<file path="src/hw/gtr_cfg.svh">
// Offsets, field positions, reset values and timing counts of the guard block.
`ifndef GTR_CFG_SVH
`define GTR_CFG_SVH

`define GTR_ADDR_STATUS 8'h00
`define GTR_ADDR_PBMODE 8'h04

`define GTR_ST_GEN 0
`define GTR_ST_HRUN 1
`define GTR_ST_PERM 2
`define GTR_ST_SEQERR 3
`define GTR_ST_STATE_LO 4
`define GTR_ST_STATE_HI 8
`define GTR_ST_CAUSE_LO 9
`define GTR_ST_CAUSE_HI 11

`define GTR_PBMODE_RST 8'hFF

`define GTR_OP_GUARD 8'h5F
`define GTR_OP_HALT_RUN 8'h4F
`define GTR_OP_STOP 8'h6F
`define GTR_OP_HALT 8'h7F
`define GTR_OP_NOP 8'hFF

`define GTR_RESET_VECTOR 16'h000C
`define GTR_POST_CYCLES 5'd18
`define GTR_POR_TICKS 8'd16

`define GTR_CLK_HZ 20000000
`define GTR_GUARD_MS 10
`define GTR_GUARD_CYCLES ((`GTR_GUARD_MS * `GTR_CLK_HZ + 999) / 1000)

`endif

</file>
<file path="src/hw/gtr_pkg.sv">
// Types shared by the guard timer, reset and sleep control block.
package gtr_pkg;

  typedef enum logic [4:0] {
    ST_RUN = 5'h01,
    ST_HALT = 5'h02,
    ST_STOP = 5'h04,
    ST_POR = 5'h08,
    ST_POST = 5'h10
  } gtr_state_t;

  typedef enum logic [2:0] {
    CS_NONE = 3'h0,
    CS_SUPPLY = 3'h1,
    CS_STOP = 3'h2,
    CS_GUARD = 3'h3,
    CS_HALT_GUARD = 3'h4
  } gtr_cause_t;

endpackage : gtr_pkg

</file>
<file path="src/hw/gtr_ctrl.sv">
// Guard timer, power-up reset one-shot and halt/stop control with APB access.
//
// Design decisions made here: the APB slave port and the address map.
`timescale 1ns/10ps
`default_nettype none
`include "gtr_cfg.svh"

module gtr_ctrl #(
  parameter int GUARD_CYCLES = `GTR_GUARD_CYCLES
) (
  input wire logic clk,
  input wire logic srst,
  input wire logic psel,
  input wire logic penable,
  input wire logic pwrite,
  input wire logic [7:0] paddr,
  input wire logic [31:0] pwdata,
  output logic [31:0] prdata,
  output logic pready,
  output logic pslverr,
  input wire logic supply_good,
  input wire logic rc_osc,
  input wire logic perm_guard_opt,
  input wire logic op_valid,
  input wire logic [7:0] op_code,
  input wire logic irq_pending,
  input wire logic stop_wake_pin_n,
  output logic core_rst,
  output logic [15:0] fetch_addr,
  output logic cpu_clk_en,
  output logic osc_en,
  output logic flag_wr,
  output logic flag_z,
  output logic flag_s,
  output logic flag_v,
  output logic halt_wake,
  output logic [7:0] port_b_mode
);
  import gtr_pkg::*;

  localparam logic [17:0] GT_LIM = 18'(GUARD_CYCLES - 1);

  gtr_state_t state_reg;
  gtr_state_t state_next;
  gtr_cause_t cause_reg;
  logic sup_s1_reg;
  logic sup_s2_reg;
  logic rc_s1_reg;
  logic rc_s2_reg;
  logic rc_s3_reg;
  logic [7:0] por_cnt_reg;
  logic [4:0] post_cnt_reg;
  logic [17:0] gt_cnt_reg;
  logic guard_en_reg;
  logic halt_run_reg;
  logic perm_reg;
  logic last_nop_reg;
  logic seq_err_reg;
  logic flag_wr_reg;
  logic halt_wake_reg;
  logic [7:0] port_b_mode_reg;
  logic [31:0] prdata_reg;

  // Synchronisers; the first stage feeds only the second.
  always_ff @(posedge clk) begin
    if (srst) begin
      sup_s1_reg <= 1'b0;
      sup_s2_reg <= 1'b0;
      rc_s1_reg <= 1'b0;
      rc_s2_reg <= 1'b0;
      rc_s3_reg <= 1'b0;
    end else begin
      sup_s1_reg <= supply_good;
      sup_s2_reg <= sup_s1_reg;
      rc_s1_reg <= rc_osc;
      rc_s2_reg <= rc_s1_reg;
      rc_s3_reg <= rc_s2_reg;
    end
  end

  wire rc_tick = rc_s2_reg & ~rc_s3_reg;
  wire supply_bad = ~sup_s2_reg;

  wire in_run = (state_reg == ST_RUN);
  wire in_halt = (state_reg == ST_HALT);
  wire in_stop = (state_reg == ST_STOP);
  wire in_por = (state_reg == ST_POR);
  wire in_post = (state_reg == ST_POST);

  wire op_exec = op_valid & in_run;
  wire guard_op = op_exec & (op_code == `GTR_OP_GUARD);
  wire hr_op = op_exec & (op_code == `GTR_OP_HALT_RUN);
  wire sleep_op = op_exec & ((op_code == `GTR_OP_HALT) |
    (op_code == `GTR_OP_STOP));
  // A sleep opcode without a flushed pipeline is refused and flagged.
  wire seq_bad = sleep_op & ~last_nop_reg;
  wire halt_req = op_exec & (op_code == `GTR_OP_HALT) & last_nop_reg;
  wire stop_req = op_exec & (op_code == `GTR_OP_STOP) & last_nop_reg;

  wire guard_active = guard_en_reg & (in_run |
    (in_halt & (halt_run_reg | perm_reg)) |
    (in_stop & perm_reg));
  wire guard_exp = guard_active & (gt_cnt_reg == GT_LIM);
  wire wake_stop = in_stop & ~stop_wake_pin_n;
  // Any of these restarts the one-shot.
  wire trig = supply_bad | wake_stop | guard_exp;
  wire por_done = in_por & rc_tick &
    (por_cnt_reg == (`GTR_POR_TICKS - 8'd1));
  wire post_done = in_post & (post_cnt_reg == (`GTR_POST_CYCLES - 5'd1));

  // Reset is combinational on its causes so the core sees it at once.
  assign core_rst = in_por | in_post | trig;
  assign fetch_addr = `GTR_RESET_VECTOR;
  assign cpu_clk_en = ~(in_halt | in_stop);
  assign osc_en = ~in_stop;
  assign flag_wr = flag_wr_reg;
  assign flag_z = flag_wr_reg;
  // Sign and overflow are always cleared by the guard opcode.
  assign flag_s = 1'b0;
  assign flag_v = 1'b0;
  assign halt_wake = halt_wake_reg;
  assign port_b_mode = port_b_mode_reg;

  always_comb begin
    state_next = state_reg;
    if (trig) begin
      state_next = ST_POR;
    end else begin
      case (state_reg)
        ST_RUN: begin
          if (halt_req) begin
            state_next = ST_HALT;
          end else if (stop_req) begin
            state_next = ST_STOP;
          end
        end
        ST_HALT: begin
          if (irq_pending) begin
            state_next = ST_RUN;
          end
        end
        ST_STOP: state_next = ST_STOP;
        ST_POR: begin
          if (por_done) begin
            state_next = ST_POST;
          end
        end
        ST_POST: begin
          if (post_done) begin
            state_next = ST_RUN;
          end
        end
        default: state_next = ST_POR;
      endcase
    end
  end

  always_ff @(posedge clk) begin
    if (srst) begin
      state_reg <= ST_POR;
      cause_reg <= CS_NONE;
    end else begin
      state_reg <= state_next;
      if (supply_bad) begin
        cause_reg <= CS_SUPPLY;
      end else if (wake_stop) begin
        cause_reg <= CS_STOP;
      end else if (guard_exp) begin
        cause_reg <= in_halt ? CS_HALT_GUARD : CS_GUARD;
      end
    end
  end

  // The delay counts slow RC ticks so it runs without the crystal.
  always_ff @(posedge clk) begin
    if (srst || trig || !in_por) begin
      por_cnt_reg <= 8'h00;
    end else if (rc_tick) begin
      por_cnt_reg <= por_cnt_reg + 8'h01;
    end
  end

  always_ff @(posedge clk) begin
    if (srst || trig || !in_post) begin
      post_cnt_reg <= 5'h00;
    end else begin
      post_cnt_reg <= post_cnt_reg + 5'h01;
    end
  end

  // The strap is caught while reset is applied, never asynchronously.
  always_ff @(posedge clk) begin
    if (srst) begin
      perm_reg <= perm_guard_opt;
    end
  end

  always_ff @(posedge clk) begin
    if (srst || trig) begin
      guard_en_reg <= 1'b0;
    end else if (post_done && perm_reg) begin
      guard_en_reg <= 1'b1;
    end else if (guard_op) begin
      guard_en_reg <= 1'b1;
    end
  end

  always_ff @(posedge clk) begin
    if (srst || trig) begin
      gt_cnt_reg <= 18'h00000;
    end else if (guard_op) begin
      gt_cnt_reg <= 18'h00000;
    end else if (guard_active) begin
      gt_cnt_reg <= gt_cnt_reg + 18'h00001;
    end
  end

  always_ff @(posedge clk) begin
    if (srst || trig) begin
      halt_run_reg <= 1'b0;
    end else if (hr_op && guard_en_reg) begin
      halt_run_reg <= 1'b1;
    end
  end

  always_ff @(posedge clk) begin
    if (srst || trig) begin
      last_nop_reg <= 1'b0;
    end else if (op_exec) begin
      last_nop_reg <= (op_code == `GTR_OP_NOP);
    end
  end

  always_ff @(posedge clk) begin
    if (srst) begin
      flag_wr_reg <= 1'b0;
      halt_wake_reg <= 1'b0;
    end else begin
      flag_wr_reg <= guard_op;
      halt_wake_reg <= in_halt & irq_pending & ~trig;
    end
  end

  // APB slave: zero wait states, error on unmapped offsets.
  wire hit_status = (paddr == `GTR_ADDR_STATUS);
  wire hit_pbmode = (paddr == `GTR_ADDR_PBMODE);
  wire apb_hit = hit_status | hit_pbmode;
  wire apb_acc = psel & penable;
  wire apb_wr = apb_acc & pwrite & apb_hit;
  wire seq_clr = apb_wr & hit_status & pwdata[`GTR_ST_SEQERR];
  wire pb_wr = apb_wr & hit_pbmode;

  logic [31:0] status_word;
  always_comb begin
    status_word = 32'h00000000;
    status_word[`GTR_ST_GEN] = guard_en_reg;
    status_word[`GTR_ST_HRUN] = halt_run_reg;
    status_word[`GTR_ST_PERM] = perm_reg;
    status_word[`GTR_ST_SEQERR] = seq_err_reg;
    status_word[`GTR_ST_STATE_HI:`GTR_ST_STATE_LO] = state_reg;
    status_word[`GTR_ST_CAUSE_HI:`GTR_ST_CAUSE_LO] = cause_reg;
  end

  wire [31:0] rd_mux = hit_status ? status_word :
    (hit_pbmode ? {24'h000000, port_b_mode_reg} : 32'h00000000);

  assign pready = 1'b1;
  assign pslverr = apb_acc & ~apb_hit;
  assign prdata = prdata_reg;

  // Read data is captured in the setup cycle and held through access.
  always_ff @(posedge clk) begin
    if (srst) begin
      prdata_reg <= 32'h00000000;
    end else if (psel && !penable && !pwrite) begin
      prdata_reg <= rd_mux;
    end
  end

  // A new refusal in the same cycle as the clear keeps the flag set.
  always_ff @(posedge clk) begin
    if (srst) begin
      seq_err_reg <= 1'b0;
    end else if (seq_bad) begin
      seq_err_reg <= 1'b1;
    end else if (seq_clr) begin
      seq_err_reg <= 1'b0;
    end
  end

  // Only resets that are not a stop wake restore the port defaults.
  always_ff @(posedge clk) begin
    if (srst || supply_bad || guard_exp) begin
      port_b_mode_reg <= `GTR_PBMODE_RST;
    end else if (pb_wr && !wake_stop) begin
      port_b_mode_reg <= pwdata[7:0];
    end
  end
endmodule : gtr_ctrl

`default_nettype wire

</file>
<file path="config.mk">
export PLATFORM = sky130hd
export DESIGN_NAME = gtr_ctrl
export DESIGN_NICKNAME = d
export VERILOG_FILES = /design/src/hw/gtr_pkg.sv /design/src/hw/gtr_ctrl.sv
export VERILOG_INCLUDE_DIRS = /design/src /design/src/hw
export SDC_FILE = /design/constraint.sdc
export NUM_CORES = 1
export LEC_CHECK = 0
export ABC_AREA = 1
export BUFFER_PORTS_ARGS = -buffer_cell sky130_fd_sc_hd__buf_2
export CAP_MARGIN = 5
export CORE_ASPECT_RATIO = 1.5
export CORE_MARGIN = 2
export CORE_UTILIZATION = 46
export CTS_CLUSTER_SIZE = 20
export DETAILED_ROUTE_END_ITERATION = 12
export GPL_ROUTABILITY_DRIVEN = 0
export MAX_ROUTING_LAYER = met4
export PLACE_DENSITY = 0.76
export SLEW_MARGIN = 20
export SYNTH_ARGS = -nofsm -noshare
export SYNTH_HDL_FRONTEND = slang
export SYNTH_SLANG_ARGS = --single-unit
</file>
<file path="constraint.sdc">
create_clock -name clk -period 1.8 [get_ports clk]
set_input_delay 0.54 -clock clk [delete_from_list [all_inputs] [get_ports clk]]
set_output_delay 0.54 -clock clk [all_outputs]
set_load 0.01 [all_outputs]
</file>
==> flow_metrics.env, run 1 <==
export IMPL_rows=41
export IMPL_insertion_delay_ns=0.33
export IMPL_whs_ns=0.378
export IMPL_die_h_um=117
export IMPL_holdCritPathClass="in -> reg"
export IMPL_ir_worst_vdd_mv=0.506
export IMPL_cp_end_kind="output port"
export IMPL_finalHoldViolCount=0
export IMPL_dp_hpwl_um=6690
export IMPL_layout_cells_most_common="nand2_1"
export IMPL_layout_common_cells="nand2_1 (125), nor2_1 (64), dfxtp_1 (61)"
export IMPL_violations="setup timing"
export IMPL_ys_ff_latch=71
export IMPL_power_density_mw_per_mm2=692
export IMPL_arrival_ns=1.55
export IMPL_area_growth_pct=24.6
export IMPL_vias=3731
export IMPL_syn_cell_area_mm2=0.00394
export IMPL_tritoncts="done"
export IMPL_grt_max_degree=25
export IMPL_htreeDepth=3
export IMPL_drtAntennaViolNets=0
export IMPL_yosysWarnings=0
export IMPL_pin_count=125
export IMPL_min_period_over_period_pct=116
export IMPL_antenna_found_initial=0
export IMPL_rsz0062_at_grt="true"
export IMPL_drtIter0Drc=214
export IMPL_grt_pass1_vias=3605
export IMPL_drive_above_1_share_pct=28.2
export IMPL_initial_core_util_pct=47.1
export IMPL_wirelength_um=9110
export IMPL_cap_viol_max_count=0
export IMPL_synth_cells=552
export IMPL_setup_violations_final=3
export IMPL_yosysSeqAreaShare_pct=36.3
export IMPL_finalCriticalPeriod_ns=2.09
export IMPL_largest_reg_flops=18
export IMPL_clock_fmax_mhz=479
export IMPL_worst_slack_ns=-0.290
export IMPL_clockBufferDepth=2
export IMPL_p_leak_nw=2.24
export IMPL_n_fill_cell=771
export IMPL_grt_pass1_wl_um=15400
export IMPL_cts_buffers=9
export IMPL_drc=0
export IMPL_utilization_pct=58.7
export IMPL_fin_skew_ns=0.00738
export IMPL_io_buffers=61
export IMPL_drt_wirelength_per_cell_um=11.8
export IMPL_start_kind="register"
export IMPL_dr_pass1_iters=4
export IMPL_vias_per_cell=4.83
export IMPL_critical_path_class="reg -> out"
export IMPL_cp_max_fo=3
export IMPL_avgSynthCellArea_um2=7.14
export IMPL_core_area_mm2=0.00836
export IMPL_cts_root_buf="clkbuf_16"
export IMPL_status="complete, but fails checks"
export IMPL_grt_overflow=0
export IMPL_required_ns=1.26
export IMPL_dieArea_mm2=0.00934
export IMPL_cts_sinks=71
export IMPL_grtUsageTotal_pct=21.1
export IMPL_synth_cell_type_count=38
export IMPL_nets=724
export IMPL_clk_pin_slew_worst_paths_ns=0.06
export IMPL_diodes=0
export IMPL_maxSlewViolCount=0
export IMPL_dieWidth_um=79.6
export IMPL_p_total_mw=3.40
==> cell families (layout without fill, tap and decap cells) <==
logic type                 count (synthesis)  after routing  synth area share (%)
AOI/OAI and AO/OA                         58             58                  9.17
xor gates and xnor gates                  18             18                  4.00
adders and majority gates                  4              4                  1.27
buffers and inverters                    123            200                  16.7
DFF                                       71             71                  36.3
muxes                                      1              1                 0.286
other                                      2             39                 0.191
and+or+nand+nor                          275            275                  32.1
==> stage by stage <==
stage	instances	setup slack [ns]	cell area, um^2	TNS [ns]
CTS	767	-0.281	4810	-0.483
global placement	743	-0.00654	4440	-0.00654
floorplan	589	0.00267	4100	0
global route	773	-0.385	4910	-0.954
detailed placement	743	-0.0279	4440	-0.0279
finish	773	-0.290	4910	-0.573
==> area by class of cell <==
type | instances | area (um^2) | share of cell area [%]
flip-flops and latches | 71 | 1440 | 29.4
clock buffers | 10 | 229 | 4.66
well taps | 107 | 134 | 2.73
repair buffers | 112 | 711 | 14.5
inverters | 72 | 280 | 5.71
multi-input cells | 395 | 2080 | 42.3
clock inverters | 6 | 38.8 | 0.790
==> final timing paths <==
path / slack (ns) / cells after the start / endpoint / from
max: -0.29 / 8 / core_rst / state_reg[2]
min: 0.38 / 1 / perm_reg / perm_guard_opt
max reg2reg: 0.08 / 12 / por_cnt_reg[4] / state_reg[2]
min reg2reg: 0.41 / 2 / rc_s2_reg / rc_s1_reg
==> per-layer routing <==
metal  wire length [um]  track usage, %
met3                519            5.38
met5                  0               -
met1               3580            23.3
met4                263            9.91
met2               4750            34.9
==> critical path, cell delays in order (launching register included) <==
cell and delay, ns:
dfxtp_2 0.35, inv_2 0.06, nor2_4 0.12, nand3_2 0.08
or2_1 0.26, nand2_1 0.08, inv_2 0.04, nand4_1 0.09
buf_2 0.15
==> report_power, final <==
part	switching (mW)	leakage, nW	internal (mW)
Sequential	0.0116	0.580	1.60
Combinational	0.126	1.53	0.0760
Clock	0.661	0.128	0.926
==> synth_stat cells, drive strengths merged <==
cell type	count	area share (%)
nand2	131	13
nor2	76	8.0
inv	72	7.0
dfxtp	70	36
buf	48	9.4
nand3	38	5.7
a21oi	30	4.6
o211ai	16	3.0
xor2	14	3.1
nand4	11	1.9
nor3	11	1.4
o21ai	11	1.4
ha	4	1.3
xnor2	4	0.89
clkbuf	3	0.29
nand3b	3	0.89
conb	2	0.19
nor3b	2	0.38
nor4	2	0.48
a31oi	1	0.16
edfxtp	1	0.76
mux2	1	0.29
or2	1	0.16
==> what timing repair did <==
item,CTS,global route
pin swaps,8,13
hold buffers,0,0
endpoints found under the setup margin,3,7
resized for setup,16,22
setup buffers,8,6
(Power assumes the default switching activity.)
==> run 2, diff against run 1 <==
--- a/config.mk
+++ b/config.mk
@@ -15,7 +15,6 @@
 export CTS_CLUSTER_SIZE = 20
 export DETAILED_ROUTE_END_ITERATION = 12
 export GPL_ROUTABILITY_DRIVEN = 0
-export MAX_ROUTING_LAYER = met4
 export PLACE_DENSITY = 0.76
 export SLEW_MARGIN = 20
 export SYNTH_ARGS = -nofsm -noshare
==> run 2 against run 1 <==
The run still ends with setup timing left. Final cell count stayed put. Clock power hardly changed. Hold slack worse by 0.0058 ns. Die area stayed put. Wire length hardly changed. Setup slack better by 0.0015 ns. Non-clock buffer count stayed put. Power is 0.17% higher. Fmax hardly changed. Via count hardly changed. Global-route usage is 0.60 points lower. Largest cell class unchanged.
==> flow_metrics.env, run 2 (synthesis results as in run 1) <==
export IMPL_start_kind="register"
export IMPL_worst_slack_ns=-0.288
export IMPL_stdcell_area_mm2=0.00491
export IMPL_finalCriticalPeriod_ns=2.09
export IMPL_cts_hold_buf=0
export IMPL_io_buffers=61
export IMPL_setup_violations_final=3
export IMPL_holdCritPathClass="in -> reg"
export IMPL_drtAntennaViolNets=0
export IMPL_ir_worst_vdd_mv=0.518
export IMPL_dp_hpwl_um=6690
export IMPL_slowest_delay_ns=0.35
export IMPL_p_leak_nw=2.24
export IMPL_path_cells="inv_2 > nor2_4 > nand3_2 > or2_1 > nand2_1 > inv_2 > nand4_1 > buf_2"
export IMPL_pin_count=125
export IMPL_drive_above_1_share_pct=28.1
export IMPL_rsz0062_at_grt="true"
export IMPL_holdPathStages=1
export IMPL_critical_path_slowest_cell="dfxtp_2"
export IMPL_cts_buffers=9
export IMPL_min_period_over_period_pct=116
export IMPL_vias=3732
export IMPL_grt_pass1_wl_um=15500
export IMPL_cp_max_fo=3
export IMPL_nets=724
export IMPL_status="complete, but fails checks"
export IMPL_initial_core_util_pct=47.1
export IMPL_grt_overflow=0
export IMPL_multiInputGateArea_mm2=0.00208
export IMPL_antenna_found_initial=0
export IMPL_wirelength_um=9110
export IMPL_critical_path_class="reg -> out"
export IMPL_htreeDepth=3
export IMPL_hp_start="perm_guard_opt"
export IMPL_timing_rr_end="gt_cnt_reg[0]"
export IMPL_seqCellArea_mm2=0.00144
export IMPL_layout_common_cells="nand2_1 (125), nor2_1 (64), dfxtp_1 (62)"
export IMPL_final_cells=773
export IMPL_grt_max_degree=25
export IMPL_clockBufferDepth=2
export IMPL_drc=0
export IMPL_insertion_delay_ns=0.34
export IMPL_critical_path_buf_inv_count=3
export IMPL_maxSlewViolCount=0
export IMPL_dp_cells=743
export IMPL_die_h_um=117
export IMPL_diodes=0
export IMPL_largest_reg_flops=18
export IMPL_finalHoldViolCount=0
export IMPL_grt_pass1_vias=3605
export IMPL_n_fill_cell=772
export IMPL_clk_pin_slew_worst_paths_ns=0.06
export IMPL_rows=41
export IMPL_path_depth=8
export IMPL_tritoncts="done"
export IMPL_cap_viol_max_count=0
export IMPL_power_density_mw_per_mm2=693
export IMPL_r2r_start="state_reg[2]"
export IMPL_cts_root_buf="clkbuf_16"
export IMPL_drtIter0Drc=212
export IMPL_p_total_mw=3.40
export IMPL_clock_fmax_mhz=479
export IMPL_fin_skew_ns=0.00819
export IMPL_cp_end_kind="output port"
export IMPL_drt_wirelength_per_cell_um=11.8
export IMPL_dr_pass1_iters=4
export IMPL_arrival_ns=1.55
export IMPL_r2r_slack_ns=0.08
export IMPL_dieWidth_um=79.6
export IMPL_cts_sinks=71
export IMPL_violations="setup timing"
export IMPL_rr_worst_depth=10
export IMPL_path_common_cell="inv_2"
export IMPL_core_area_mm2=0.00836
export IMPL_required_ns=1.26
export IMPL_placed_area_mm2=0.00444
export IMPL_layout_cells_most_common="nand2_1"
export IMPL_worstHoldEndpoint="perm_reg"
export IMPL_dieArea_mm2=0.00934
export IMPL_area_growth_pct=24.6
export IMPL_grtUsageTotal_pct=20.5
export IMPL_cpLargestDelayFamily="simple AND/OR/NAND/NOR gates"
export IMPL_vias_per_cell=4.83
run 2: cell types whose count changed in the layout (fill, tap and decap cells not counted):
cell     before  now
dfxtp_2       9    8
dfxtp_1      61   62
run 2: repair_timing:
action                                  CTS  global route
pin swaps                                 8            13
buffers inserted                          8             6
hold endpoints to repair                  0             0
gates resized for setup                  16            21
endpoints found under the setup margin    3             7
run 2: metrics by stage:
step	setup slack [ns]	setup TNS [ns]	hold slack (ns)	utilization, %
after floorplan	0.00267	0	0.388	-
after global placement	-0.00654	-0.00654	0.398	53.1
after detailed placement	-0.0279	-0.0279	0.403	53.1
after CTS	-0.281	-0.483	0.364	57.6
after global routing	-0.385	-0.966	0.358	58.7
final	-0.288	-0.589	0.372	58.7
run 2: metal layers:
layer / vias up / wire length [um] / global-route usage (%)
met5: - / 0 / 0
met4: 0 / 262 / 10.2
met3: 27 / 569 / 5.15
met2: 120 / 4720 / 34.9
met1: 1681 / 3560 / 23.2
li1: 1904 / - / -
run 2: worst max-delay path by stage:
stage	startpoint	slack [ns]	end
floorplan	gt_cnt_reg[0]	0.003	core_rst
global placement	gt_cnt_reg[0]	-0.007	core_rst
detailed placement	gt_cnt_reg[0]	-0.03	core_rst
CTS	state_reg[2]	-0.28	core_rst
global route	state_reg[2]	-0.38	core_rst
finish	state_reg[2]	-0.29	core_rst
run 2: final cells by class:
class | instances | area share (%)
well taps | 107 | 2.73
multi-input cells | 395 | 42.3
clock inverters | 6 | 0.790
clock buffers | 10 | 4.66
repair buffers | 112 | 14.5
inverters | 72 | 5.71
flip-flops and latches | 71 | 29.4
run 2: worst register-to-register path, delay by kind of cell, from the launching register on:
family,cells,cell delay [ns]
AOI/OAI and AO/OA,1,0.08
buffers and inverters,4,0.41
DFF,1,0.35
and+or+nand+nor,5,0.77
run 2: report_power, final:
part / internal, mW / switching, mW
clock network: 0.926 / 0.667
logic: 0.0760 / 0.127
registers: 1.60 / 0.0113
